[config.mk]
export PLATFORM = sky130hd
export DESIGN_NAME = adc_mode_sequencer
export DESIGN_NICKNAME = d
export VERILOG_FILES = /design/src/hdl/adc_seq_pkg.sv /design/src/hdl/adc_mode_sequencer.sv
export SDC_FILE = /design/constraint.sdc
export NUM_CORES = 1
export LEC_CHECK = 0
export BUFFER_PORTS_ARGS = -buffer_cell sky130_fd_sc_hd__buf_2
export CORE_MARGIN = 1
export CORE_UTILIZATION = 45
export DETAILED_ROUTE_END_ITERATION = 8
export PLACE_DENSITY = 0.68
export SETUP_SLACK_MARGIN = 0.4
export SLEW_MARGIN = 10
export SYNTH_ARGS = -nofsm -noshare
export SYNTH_HDL_FRONTEND = slang
export SYNTH_SLANG_ARGS = --single-unit
[constraint.sdc]
create_clock -name aclk -period 2.1 [get_ports aclk]
set_input_delay 0.105 -clock aclk [delete_from_list [all_inputs] [get_ports aclk]]
set_output_delay 0.105 -clock aclk [all_outputs]
set_load 0.02 [all_outputs]
[src/hdl/adc_seq_pkg.sv]
package adc_seq_pkg;
    // ==========================================================
    // Register map
    localparam logic [7:0] OFS_CTRL_A = 8'h00;
    localparam logic [7:0] OFS_MODE   = 8'h04;
    localparam logic [7:0] OFS_INSEL  = 8'h08;
    localparam logic [7:0] OFS_CTRL_B = 8'h0C;
    localparam logic [7:0] OFS_CTRL_C = 8'h10;
    localparam logic [7:0] OFS_STATUS = 8'h14;
    localparam logic [7:0] OFS_RESULT = 8'h20;
    // ==========================================================
    // Field positions
    localparam int GO_BIT       = 0;
    localparam int MODE_LSB     = 0;
    localparam int TRIG_LSB     = 4;
    localparam int RES10_BIT    = 6;
    localparam int CH_LSB       = 0;
    localparam int GRP_LSB      = 4;
    localparam int SWEEP_LSB    = 6;
    localparam int REF_BIT      = 0;
    localparam int TS_ROUTE_BIT = 0;
    localparam int TS_PICK_BIT  = 1;
    localparam logic [7:0] REG_RST = 8'h00;
    // ==========================================================
    // Encodings
    localparam logic [2:0] MODE_ONE_SHOT     = 3'h0;
    localparam logic [2:0] MODE_REPEAT0      = 3'h1;
    localparam logic [2:0] MODE_REPEAT1      = 3'h2;
    localparam logic [2:0] MODE_SINGLE_SWEEP = 3'h3;
    localparam logic [2:0] MODE_REPEAT_SWEEP = 3'h4;
    localparam logic [1:0] TRIG_SW     = 2'h0;
    localparam logic [1:0] TRIG_TIMER1 = 2'h1;
    localparam logic [1:0] TRIG_TIMER2 = 2'h2;
    localparam logic [1:0] TRIG_EXT    = 2'h3;
    localparam logic [1:0] SWEEP_2 = 2'h0;
    localparam logic [1:0] SWEEP_4 = 2'h1;
    localparam logic [1:0] SWEEP_6 = 2'h2;
    localparam logic [1:0] SWEEP_7 = 2'h3;
    localparam logic [3:0] SRC_REF   = 4'h7;
    localparam logic [3:0] SRC_TEMP  = 4'h8;
    localparam logic [3:0] SRC_DUMMY = 4'hF;
    localparam logic [1:0] RESP_OKAY   = 2'h0;
    localparam logic [1:0] RESP_SLVERR = 2'h2;

    typedef enum logic [1:0] {
        S_IDLE  = 2'b00,
        S_ARMED = 2'b01,
        S_CONV  = 2'b11
    } seq_state_t;

    typedef struct packed {
        logic       start;
        logic       res10;
        logic [3:0] source;
    } conv_req_t;
endpackage : adc_seq_pkg
[src/hdl/adc_mode_sequencer.sv]
`timescale 1ns/10ps
`default_nettype none
module adc_mode_sequencer
    import adc_seq_pkg::*;
#(
    parameter int RESULTS = 8
)(
    input  wire logic        aclk,
    input  wire logic        aresetn,
    input  wire logic [7:0]  s_axi_awaddr,
    input  wire logic        s_axi_awvalid,
    output var  logic        s_axi_awready,
    input  wire logic [31:0] s_axi_wdata,
    input  wire logic [3:0]  s_axi_wstrb,
    input  wire logic        s_axi_wvalid,
    output var  logic        s_axi_wready,
    output var  logic [1:0]  s_axi_bresp,
    output var  logic        s_axi_bvalid,
    input  wire logic        s_axi_bready,
    input  wire logic [7:0]  s_axi_araddr,
    input  wire logic        s_axi_arvalid,
    output var  logic        s_axi_arready,
    output var  logic [31:0] s_axi_rdata,
    output var  logic [1:0]  s_axi_rresp,
    output var  logic        s_axi_rvalid,
    input  wire logic        s_axi_rready,
    input  wire logic        timer1_trig,
    input  wire logic        timer2_trig,
    input  wire logic        ext_trig_n,
    output var  conv_req_t   conv_req,
    input  wire logic        conv_done,
    input  wire logic [9:0]  conv_data,
    output var  logic        conv_irq
);
    // ==========================================================
    // Helpers
    function automatic logic [2:0] sweep_last(input logic [1:0] cnt);
        case (cnt)
            SWEEP_2: sweep_last = 3'h1;
            SWEEP_4: sweep_last = 3'h3;
            SWEEP_6: sweep_last = 3'h5;
            default: sweep_last = 3'h7;
        endcase
    endfunction : sweep_last

    function automatic logic is_sweep(input logic [2:0] m);
        is_sweep = (m == MODE_SINGLE_SWEEP) || (m == MODE_REPEAT_SWEEP);
    endfunction : is_sweep

    // ==========================================================
    // Register bus
    logic        aw_have_r;
    logic        w_have_r;
    logic [7:0]  awaddr_q_r;
    logic [31:0] wdata_q_r;
    logic [3:0]  wstrb_q_r;
    logic        go_r;
    logic [7:0]  mode_reg_r;
    logic [7:0]  insel_r;
    logic [7:0]  ctrl_b_r;
    logic [7:0]  ctrl_c_r;
    seq_state_t  state_r;
    logic [2:0]  rot_r;
    logic [2:0]  idx_r;
    logic        ext_prev_r;
    logic [9:0]  result_mem [RESULTS];

    wire aw_take  = s_axi_awvalid && s_axi_awready;
    wire w_take   = s_axi_wvalid && s_axi_wready;
    wire do_write = aw_have_r && w_have_r && !s_axi_bvalid;
    wire lane0    = wstrb_q_r[0];
    wire wr_ctrl  = do_write && lane0 && (awaddr_q_r == OFS_CTRL_A);
    wire wr_mode  = do_write && lane0 && (awaddr_q_r == OFS_MODE);
    wire wr_insel = do_write && lane0 && (awaddr_q_r == OFS_INSEL);
    wire wr_ctrlb = do_write && lane0 && (awaddr_q_r == OFS_CTRL_B);
    wire wr_ctrlc = do_write && lane0 && (awaddr_q_r == OFS_CTRL_C);
    wire wr_hit   = (awaddr_q_r <= OFS_STATUS) && (awaddr_q_r[1:0] == 2'b00);
    wire ar_take  = s_axi_arvalid && s_axi_arready;
    wire rd_res   = (s_axi_araddr[7:5] == OFS_RESULT[7:5]) && (s_axi_araddr[1:0] == 2'b00);
    wire [2:0] rd_ix = s_axi_araddr[4:2];

    // Software stopping by go=0 is the abort path.
    wire abort    = wr_ctrl && !wdata_q_r[GO_BIT] && (state_r != S_IDLE);
    wire go_start = wr_ctrl && wdata_q_r[GO_BIT] && (state_r == S_IDLE);

    wire [2:0] mode     = mode_reg_r[MODE_LSB +: 3];
    wire [1:0] trig_sel = mode_reg_r[TRIG_LSB +: 2];
    wire       res10    = mode_reg_r[RES10_BIT];
    wire [2:0] chan     = insel_r[CH_LSB +: 3];
    wire [1:0] sweep_n  = insel_r[SWEEP_LSB +: 2];
    wire       temp_sel = ctrl_c_r[TS_ROUTE_BIT] && ctrl_c_r[TS_PICK_BIT];
    wire       ref_sel  = ctrl_b_r[REF_BIT];

    logic [31:0] rd_mux;
    always_comb
    begin
        rd_mux = 32'h0000_0000;
        if (rd_res)
            rd_mux = {22'h000000, result_mem[rd_ix]};
        else
            case (s_axi_araddr)
                OFS_CTRL_A: rd_mux = {31'h0000_0000, go_r};
                OFS_MODE:   rd_mux = {24'h000000, mode_reg_r};
                OFS_INSEL:  rd_mux = {24'h000000, insel_r};
                OFS_CTRL_B: rd_mux = {24'h000000, ctrl_b_r};
                OFS_CTRL_C: rd_mux = {24'h000000, ctrl_c_r};
                OFS_STATUS: rd_mux = {24'h000000, idx_r, rot_r, state_r};
                default:    rd_mux = 32'h0000_0000;
            endcase
    end
    wire rd_hit = rd_res || (s_axi_araddr <= OFS_STATUS && s_axi_araddr[1:0] == 2'b00);

    always_ff @(posedge aclk)
    begin
        if (!aresetn)
        begin
            aw_have_r     <= 1'b0;
            w_have_r      <= 1'b0;
            awaddr_q_r    <= 8'h00;
            wdata_q_r     <= 32'h0000_0000;
            wstrb_q_r     <= 4'h0;
            s_axi_awready <= 1'b0;
            s_axi_wready  <= 1'b0;
            s_axi_bvalid  <= 1'b0;
            s_axi_bresp   <= RESP_OKAY;
        end
        else
        begin
            if (aw_take)
            begin
                awaddr_q_r <= s_axi_awaddr;
                aw_have_r  <= 1'b1;
            end
            if (w_take)
            begin
                wdata_q_r <= s_axi_wdata;
                wstrb_q_r <= s_axi_wstrb;
                w_have_r  <= 1'b1;
            end
            if (do_write)
            begin
                aw_have_r    <= 1'b0;
                w_have_r     <= 1'b0;
                s_axi_bvalid <= 1'b1;
                s_axi_bresp  <= wr_hit ? RESP_OKAY : RESP_SLVERR;
            end
            else if (s_axi_bvalid && s_axi_bready)
                s_axi_bvalid <= 1'b0;
            s_axi_awready <= !(aw_have_r || aw_take) || do_write;
            s_axi_wready  <= !(w_have_r || w_take) || do_write;
        end
    end

    always_ff @(posedge aclk)
    begin
        if (!aresetn)
        begin
            s_axi_arready <= 1'b0;
            s_axi_rvalid  <= 1'b0;
            s_axi_rdata   <= 32'h0000_0000;
            s_axi_rresp   <= RESP_OKAY;
        end
        else if (ar_take)
        begin
            s_axi_arready <= 1'b0;
            s_axi_rvalid  <= 1'b1;
            s_axi_rdata   <= rd_mux;
            s_axi_rresp   <= rd_hit ? RESP_OKAY : RESP_SLVERR;
        end
        else if (s_axi_rvalid && s_axi_rready)
            s_axi_rvalid <= 1'b0;
        else if (!s_axi_rvalid)
            s_axi_arready <= 1'b1;
    end

    // Configuration is meant to be written while stopped; nothing blocks a
    // write during conversion, it takes effect at once, also on the completion in progress.
    always_ff @(posedge aclk)
    begin
        if (!aresetn)
        begin
            mode_reg_r <= REG_RST;
            insel_r    <= REG_RST;
            ctrl_b_r   <= REG_RST;
            ctrl_c_r   <= REG_RST;
        end
        else
        begin
            if (wr_mode)
                mode_reg_r <= wdata_q_r[7:0];
            if (wr_insel)
                insel_r <= wdata_q_r[7:0];
            if (wr_ctrlb)
                ctrl_b_r <= wdata_q_r[7:0];
            if (wr_ctrlc)
                ctrl_c_r <= wdata_q_r[7:0];
        end
    end

    // ==========================================================
    // Triggers and source selection
    wire ext_fall = ext_prev_r && !ext_trig_n;
    logic trig_hit;
    always_comb
    begin
        case (trig_sel)
            TRIG_SW:     trig_hit = 1'b1;
            TRIG_TIMER1: trig_hit = timer1_trig;
            TRIG_TIMER2: trig_hit = timer2_trig;
            TRIG_EXT:    trig_hit = ext_fall;
            default:     trig_hit = 1'b0;
        endcase
    end

    wire [3:0] single_src = temp_sel ? SRC_TEMP : (ref_sel ? SRC_REF : {1'b0, chan});
    wire [2:0] single_dst = (!temp_sel && ref_sel) ? 3'h0 : chan;
    wire       sweeping   = is_sweep(mode);
    wire       in_conv    = (state_r == S_CONV);
    wire       done_ok    = in_conv && conv_done && !abort;
    wire       last_slot  = (idx_r == sweep_last(sweep_n));
    wire [2:0] nxt_idx    = last_slot ? 3'h0 : idx_r + 3'h1;
    wire [3:0] sweep_src  = (nxt_idx == 3'h7) ? SRC_DUMMY : {1'b0, nxt_idx};

    // Result destination and value for the conversion that completes now.
    logic [2:0] dst_w;
    logic       store_w;
    always_comb
    begin
        dst_w   = single_dst;
        store_w = done_ok;
        case (mode)
            MODE_REPEAT1: dst_w = rot_r;
            MODE_SINGLE_SWEEP, MODE_REPEAT_SWEEP:
            begin
                dst_w   = idx_r;
                store_w = done_ok && (idx_r != 3'h7);
            end
            default: dst_w = single_dst;
        endcase
    end
    wire [9:0] store_val = res10 ? conv_data : {2'b00, conv_data[9:2]};

    // End of operation with this completion, and interrupt for it.
    logic fin_w;
    logic irq_w;
    always_comb
    begin
        fin_w = 1'b0;
        irq_w = 1'b0;
        case (mode)
            MODE_REPEAT0: irq_w = 1'b0;
            MODE_REPEAT1: irq_w = done_ok && (rot_r == 3'h7);
            MODE_SINGLE_SWEEP:
            begin
                irq_w = done_ok && last_slot;
                fin_w = done_ok && last_slot;
            end
            MODE_REPEAT_SWEEP: irq_w = done_ok && last_slot;
            default:
            begin
                irq_w = done_ok;
                fin_w = done_ok;
            end
        endcase
    end
    wire go_hw_clr = fin_w && (sweeping || trig_sel == TRIG_SW);

    // ==========================================================
    // Sequencer
    seq_state_t state_nxt;
    always_comb
    begin
        state_nxt = state_r;
        case (state_r)
            S_IDLE:  if (go_start) state_nxt = S_ARMED;
            S_ARMED: state_nxt = abort ? S_IDLE : (trig_hit ? S_CONV : S_ARMED);
            S_CONV:
            begin
                if (abort)
                    state_nxt = S_IDLE;
                else if (fin_w)
                    state_nxt = go_hw_clr ? S_IDLE : S_ARMED;
            end
            default: state_nxt = S_IDLE;
        endcase
    end

    // Repeat modes restart without a new trigger; only go=0 ends them.
    wire restart  = done_ok && !fin_w;
    wire start_go = (state_r == S_ARMED && state_nxt == S_CONV) || restart;

    always_ff @(posedge aclk)
    begin
        if (!aresetn)
        begin
            state_r    <= S_IDLE;
            go_r       <= 1'b0;
            rot_r      <= 3'h0;
            idx_r      <= 3'h0;
            ext_prev_r <= 1'b1;
            conv_req   <= '0;
            conv_irq   <= 1'b0;
        end
        else
        begin
            state_r    <= state_nxt;
            ext_prev_r <= ext_trig_n;
            conv_irq   <= irq_w;
            if (wr_ctrl)
                go_r <= wdata_q_r[GO_BIT];
            else if (go_hw_clr)
                go_r <= 1'b0;
            if (go_start)
            begin
                rot_r <= 3'h0;
                idx_r <= 3'h0;
            end
            else if (done_ok && mode == MODE_REPEAT1)
                rot_r <= rot_r + 3'h1;
            else if (done_ok && sweeping)
                idx_r <= nxt_idx;
            conv_req.start <= start_go;
            conv_req.res10 <= res10;
            if (start_go)
                conv_req.source <= sweeping ? (restart ? sweep_src : 4'h0) : single_src;
        end
    end

    always_ff @(posedge aclk)
    begin
        if (!aresetn)
        begin
            for (int i = 0; i < RESULTS; i++)
                result_mem[i] <= 10'h000;
        end
        else if (store_w)
            result_mem[dst_w] <= store_val;
    end
endmodule : adc_mode_sequencer
`default_nettype wire

==> results of run 1 <==
==> kinds of logic after synthesis <==
| kind of cell | count (synthesis) | share of synthesized area, % |
|---|---|---|
| and+or+nand+nor | 279 | 17.6 |
| DFF | 165 | 52.1 |
| AOI/OAI and AO/OA | 120 | 10.2 |
| muxes | 81 | 13.6 |
| buffers and inverters | 75 | 5.21 |
| adders and majority gates | 5 | 0.795 |
| xor gates and xnor gates | 4 | 0.445 |
| other | 1 | 0.0476 |
==> metrics by stage <==
| stage | cells | setup TNS (ps) |
|---|---|---|
| finish | 1102 | 0 |
| global route | 1102 | -433 |
| CTS | 1087 | 0 |
| detailed placement | 1020 | 0 |
| global placement | 1020 | 0 |
| floorplan | 753 | 0 |
==> worst paths after layout <==
kind,slack [ps],startpoint,depth (start not counted),to
setup / recovery,60,mode_reg_r[1],6,result_mem[5][1]
hold / removal,20,s_axi_awvalid,3,awaddr_q_r[7]
setup reg to reg,60,mode_reg_r[1],6,result_mem[5][1]
hold reg to reg,480,wstrb_q_r[0],2,wstrb_q_r[0]
==> worst reg2reg max path, delay by kind of cell, from the launching register on <==
| family | cells | cell delay (ps) |
|---|---|---|
| buf+inv | 1 | 210 |
| compound gates | 2 | 670 |
| simple gates | 3 | 490 |
| flops | 1 | 370 |
==> cell type report <==
type	instances	area, µm²	area share, %
Sequential cell	165	4130	39.7
Multi-Input combinational cell	517	4060	39.0
Timing Repair Buffer	162	1320	12.7
Clock buffer	17	425	4.09
Tap cell	220	275	2.65
Clock inverter	15	161	1.55
Inverter	6	22.5	0.217
==> sequential cells by signal, summed over array words and instances (netlist names), 2 cells and up <==
register     flops
result_mem      80
s_axi_rdata     10
awaddr_q_r       8
ctrl_b_r         8
ctrl_c_r         8
insel_r          8
mode_reg_r       8
wdata_q_r        8
conv_req         6
idx_r            3
rot_r            3
state_r          2
==> layer usage <==
| layer | track usage, % | vias to the layer above |
|---|---|---|
| met2 | 41.7 | 210 |
| met1 | 29.3 | 3105 |
| met4 | 9.05 | 0 |
| li1 | - | 2882 |
| met5 | 0 | - |
| met3 | 4.99 | 37 |
==> placed cells by master, fill, tap and decap left out, drive strengths merged, types with 19 or more instances in the layout <==
cell         instances
buf                139
nor2               104
dfxtp               85
edfxtp              80
nand2               72
mux2i               53
nor2b               38
o21ai               28
conb                24
a21oi               24
dlygate4sd3         21
mux4                20
clkbuf              19
==> Yosys cell counts (8+ instances only) <==
cell type | number | area [µm²]
nand3_1 | 10 | 50.1
clkbuf_1 | 25 | 93.8
nor2_1 | 103 | 387
buf_2 | 13 | 65.1
dfxtp_1 | 85 | 1700
nand2_1 | 68 | 255
mux2_2 | 8 | 90.1
mux4_2 | 20 | 450
nand4_1 | 8 | 50.1
a31oi_1 | 12 | 75.1
a21oi_1 | 24 | 120
edfxtp_1 | 80 | 2400
a21boi_0 | 18 | 135
nand3b_1 | 9 | 67.6
mux2i_1 | 53 | 531
nor3_1 | 8 | 40.0
o21ai_0 | 26 | 130
buf_4 | 24 | 180
nor2b_1 | 38 | 238
==> what timing repair did <==
action | CTS | global route
endpoints found under the setup margin | 176 | 196
buffers inserted | 11 | 8
hold endpoints to repair | 20 | 0
gates resized for setup | 59 | 105
gates cloned | 3 | 7
hold buffers | 21 | 0
pin swaps | 13 | 23
==> power by group through the flow <==
stage | registers [mW] | clock network, mW | logic (mW)
finish | 3.51 | 3.12 | 0.606
global route | 3.52 | 3.27 | 0.648
CTS | 3.51 | 3.14 | 0.559
detailed placement | 3.58 | 0 | 0.519
global placement | 3.58 | 0 | 0.507
floorplan | 3.58 | 0 | 0.353
==> impl_metrics.json, run 1 <==
{
  "io_pins": 121,
  "drt-total-wl_um": 22000,
  "switching_share_pct": 25.6,
  "vias": 6234,
  "grt_max_degree": 57,
  "p_clk_share_pct": 43.1,
  "nNetsFinal": 947,
  "place.gp.congestion": 0.870,
  "post-route-period-util_pct": 97.4,
  "antenna_found_initial": 0,
  "rows": 47,
  "synth_sequential_area_ratio_pct": 52.1,
  "met2_length_um": 11400,
  "worst_pin_slew_ps": 707,
  "cp_slowest_stage_delay_ps": 370,
  "post-route-drc-count": 0,
  "post-route-util_pct": 61.9,
  "synth-edff-count": 80,
  "fin_skew_ps": 9.89,
  "grtUsageTotal_pct": 24.0,
  "grt_setup_unrepaired": "yes",
  "wl_met3_um": 1220,
  "insertion_delay_ps": 440,
  "top_layer": "met4",
  "die-area_um2": 18000,
  "stdcell_area_um2": 10400,
  "ant_nets": 0,
  "io_buffers": 69,
  "critPathMaxFanout": 10,
  "finalCriticalPeriod_ps": 2040,
  "leakagePower_nw": 4.02,
  "fp.dieH_um": 134,
  "netlist_instances": 730,
  "clockBufferDepth": 2,
  "drv_slew": 0,
  "drt_iter0_drc": 392,
  "coreArea_um2": 16800,
  "combPwrFrac_pct": 8.4,
  "power.internal_mw": 5.38,
  "power.density_nw_per_um2": 695,
  "irDropWorstVdd_uv": 612,
  "numCtsBuffers": 17,
  "cts_root_buffer": "clkbuf_16",
  "hold_viol_final": 0,
  "area_growth_syn_to_layout_pct": 32.1,
  "ys_seq_elements": 165,
  "antenna_cells": 0,
  "routedWlPerCell_um": 19.9,
  "synth_warnings": 0,
  "dpl-instance-area_um2": 8700,
  "cap_violations": 0,
  "grt_pass1_vias": 6035,
  "p_sw_mw": 1.85,
  "drtPass1Iterations": 7,
  "status": "finished, final reports clean",
  "power_mw": 7.23,
  "setup_violations": 0,
  "clock-sinks": 165,
  "async_flop_share_pct": 0,
  "timing.final.ws_setup_ps": 55.2,
  "end_kind": "register",
  "netlist_area_um2": 7870,
  "cp_data_arrival_time_ps": 2190,
  "required_ps": 2240,
  "synthFlopType": "dfxtp_1",
  "vias_per_cell": 5.66,
  "cts_tree": "built",
  "syn_avg_cell_area_um2": 10.8,
  "fillers": 1310,
  "worstPathCellList": "nor2b_4 -> a211oi_4 -> a221o_1 -> nand4b_1 -> buf_12 -> nand2_8",
  "htreeDepth": 4,
  "initial_core_util_pct": 46.8,
  "hpwlAfterDp_um": 13800,
  "crit_type": "register to register",
  "layout-drive-gt1-share_pct": 35.5,
  "ys_types": 63,
  "hp-class": "primary input to register",
  "hold_slack_ps": 24.0,
  "die_w_um": 134,
  "relSlewSlack_pct": 52.8,
  "grt_pass1_wl_um": 32400,
  "crit_path_start_kind": "register",
  "crit_buf_inv": 1,
  "seq_power_share_pct": 48.5,
  "slowest_stage": "dfxtp_4",
  "fmax_mhz": 489,
  "grt_overflow_total": 0,
  "post-place-ws_ps": 66.3,
  "met1_length_um": 8860,
  "clkSlewWorstSetupHoldPaths_ps": 70,
  "crit_family": "compound AO/OA/AOI/OAI gates"
}
No activity file was read; power rests on OpenSTA's default activity.
==> run 2: changes to the inputs <==
--- a/config.mk
+++ b/config.mk
@@ -9,7 +9,7 @@
 export CORE_MARGIN = 1
 export CORE_UTILIZATION = 45
 export DETAILED_ROUTE_END_ITERATION = 8
-export PLACE_DENSITY = 0.68
+export PLACE_DENSITY = 0.66
 export SETUP_SLACK_MARGIN = 0.4
 export SLEW_MARGIN = 10
 export SYNTH_ARGS = -nofsm -noshare
==> constraint.sdc (replaced) <==
create_clock -name aclk -period 2.2 [get_ports aclk]
set_input_delay 0.11 -clock aclk [delete_from_list [all_inputs] [get_ports aclk]]
set_output_delay 0.11 -clock aclk [all_outputs]
set_load 0.02 [all_outputs]
==> run 2 against run 1 <==
  * Power fell by 3.5%
  * Die area did not move
  * Clock power fell by 2%
  * Wire length shrank 2.0%
  * Sequential power fell by 5%
  * Core utilization rose by 0.71 points
  * Count of clock-buffer cells in the layout unchanged
==> impl_metrics.json, run 2 (same netlist as run 1, synthesis figures left out) <==
{
  "status": "finished, final reports clean",
  "hold_viol_final": 0,
  "power_mw": 6.98,
  "initial_core_util_pct": 46.8,
  "leakagePower_nw": 4.06,
  "drv_slew": 0,
  "grt_pass1_wl_um": 32400,
  "layout-drive-gt1-share_pct": 35.3,
  "crit_type": "register to register",
  "startpoint": "mode_reg_r[2]",
  "rows": 47,
  "die_w_um": 134,
  "drt-total-wl_um": 21500,
  "grtUsageTotal_pct": 23.9,
  "place.gp.congestion": 0.879,
  "worstPathCellList": "buf_4 -> nor2b_4 -> a211oi_4 -> a221o_1 -> buf_6 -> nand4b_1 -> nand2_4",
  "clock-sinks": 165,
  "required_ps": 2330,
  "rr_worst_depth": 7,
  "irDropWorstVdd_uv": 538,
  "routedWlPerCell_um": 19.5,
  "grt_overflow_total": 0,
  "final_cell_mix": "edfxtp_1, dfxtp_1, buf_2, nand2_1, mux2i_1",
  "grt_setup_unrepaired": "yes",
  "crit_path_end": "result_mem[2][7]",
  "finalCriticalPeriod_ps": 2060,
  "cp_data_arrival_time_ps": 2190,
  "coreArea_um2": 16800,
  "end_kind": "register",
  "largest_reg_flops": 80,
  "regMostFlops": "result_mem",
  "hold_slack_ps": 21.9,
  "setup_violations": 0,
  "cts_root_buffer": "clkbuf_16",
  "cp_slowest_stage_delay_ps": 380,
  "r2r-start": "mode_reg_r[2]",
  "r2r_end": "result_mem[2][7]",
  "instances_no_fill": 1106,
  "vias": 6241,
  "area_growth_syn_to_layout_pct": 33.6,
  "crit_family": "simple AND/OR/NAND/NOR gates",
  "crit_path_start_kind": "register",
  "multi_input_comb_area_um2": 4110,
  "post-route-period-util_pct": 93.6,
  "timing.final.ws_setup_ps": 141,
  "register_area_um2": 4130,
  "grt_max_degree": 94,
  "fin_setup_tns_ps": 0,
  "io_pins": 121,
  "fin_skew_ps": 15.9,
  "insertion_delay_ps": 440,
  "fmax_mhz": 486,
  "dp_cells": 1016,
  "grt_pass1_vias": 6116,
  "reg2reg_setup_slack_ps": 140,
  "crit_buf_inv": 2,
  "cts_tree": "built",
  "cap_violations": 0,
  "vias_per_cell": 5.64,
  "antenna_found_initial": 0,
  "clockBufferDepth": 2,
  "clkSlewWorstSetupHoldPaths_ps": 70,
  "fp.dieH_um": 134,
  "ant_nets": 0,
  "worst_pin_slew_ps": 702,
  "final_common_cell": "edfxtp_1",
  "io_buffers": 69,
  "critPathMaxFanout": 10,
  "drtPass1Iterations": 5,
  "relSlewSlack_pct": 53.1,
  "post-place-ws_ps": 91.8,
  "crit_cells": 7,
  "hpwlAfterDp_um": 13600,
  "antenna_cells": 0,
  "fillers": 1328,
  "drt_iter0_drc": 420,
  "htreeDepth": 4,
  "numCtsBuffers": 17,
  "die-area_um2": 18000,
  "nNetsFinal": 951,
  "top_regs": "result_mem x80, s_axi_rdata x10",
  "power.density_nw_per_um2": 663,
  "slowest_stage": "a221o_1",
  "post-route-drc-count": 0,
  "hp-class": "primary input to register"
}
run 2: changes by cell type in the layout (fill, tap and decap cells not counted), sizes merged:
cell         previous run  this run
clkinvlp                2         1
inv                    14        16
dlygate4sd3            21        20
clkinv                  4         3
nand2                  72        74
clkbuf                 19        22
run 2: worst min path at each step:
stage             startpoint       endpoint  slack (ps)  cells past startpoint
6_report           conv_done     state_r[1]          20                      4
5_1_grt        s_axi_awvalid  awaddr_q_r[1]          50                      3
4_1_cts            conv_done     state_r[1]           6                      4
3_5_place_dp      ext_trig_n     ext_prev_r         310                      2
3_3_place_gp      ext_trig_n     ext_prev_r         300                      2
2_1_floorplan     ext_trig_n     ext_prev_r         210                      1
run 2: metal layers:
layer	GRT usage (%)	part of all wire (%)	up-vias
li1	-	-	2891
met5	0	0	-
met4	9.05	2.5	0
met1	27.7	40	3085
met2	43.5	52	218
met3	4.61	4.7	47
run 2: power by group:
group          switching, mW  internal (mW)  leakage, nW
logic                  0.344          0.234         2.24
clock network           1.42           1.64        0.295
registers             0.0543           3.29         1.52
total                   1.82           5.16         4.06
run 2: stage by stage:
stage                     area, µm²  utilization [%]
after global placement         8690             51.7
after floorplan                8130                -
final                         10500             62.6
after global routing          10500             62.6
after CTS                      9840             58.5
after detailed placement       8690             51.7
run 2: layout make-up:
class / count / area share (%)
flip-flops and latches: 165 / 39.3
multi-input cells: 519 / 39.1
repair buffers: 164 / 13.1
clock buffers: 17 / 4.04
well taps: 220 / 2.62
clock inverters: 15 / 1.68
inverters: 6 / 0.214
run 2: worst register-to-register path, stage by stage, from the launching register on:
cell	delay [ps]
dfxtp_4	350
buf_4	140
nor2b_4	150
a211oi_4	80
a221o_1	380
buf_6	140
nand4b_1	280
nand2_4	240
run 2: repair_timing:
| action | 4_1_cts | 5_1_grt |
|---|---|---|
| setup endpoints to repair | 167 | 172 |
| buffers inserted | 19 | 7 |
| pin swaps | 21 | 59 |
| gates resized for setup | 36 | 133 |
| gates cloned | 6 | 6 |
| hold endpoints to repair | 20 | 0 |
| hold buffers | 20 | 0 |
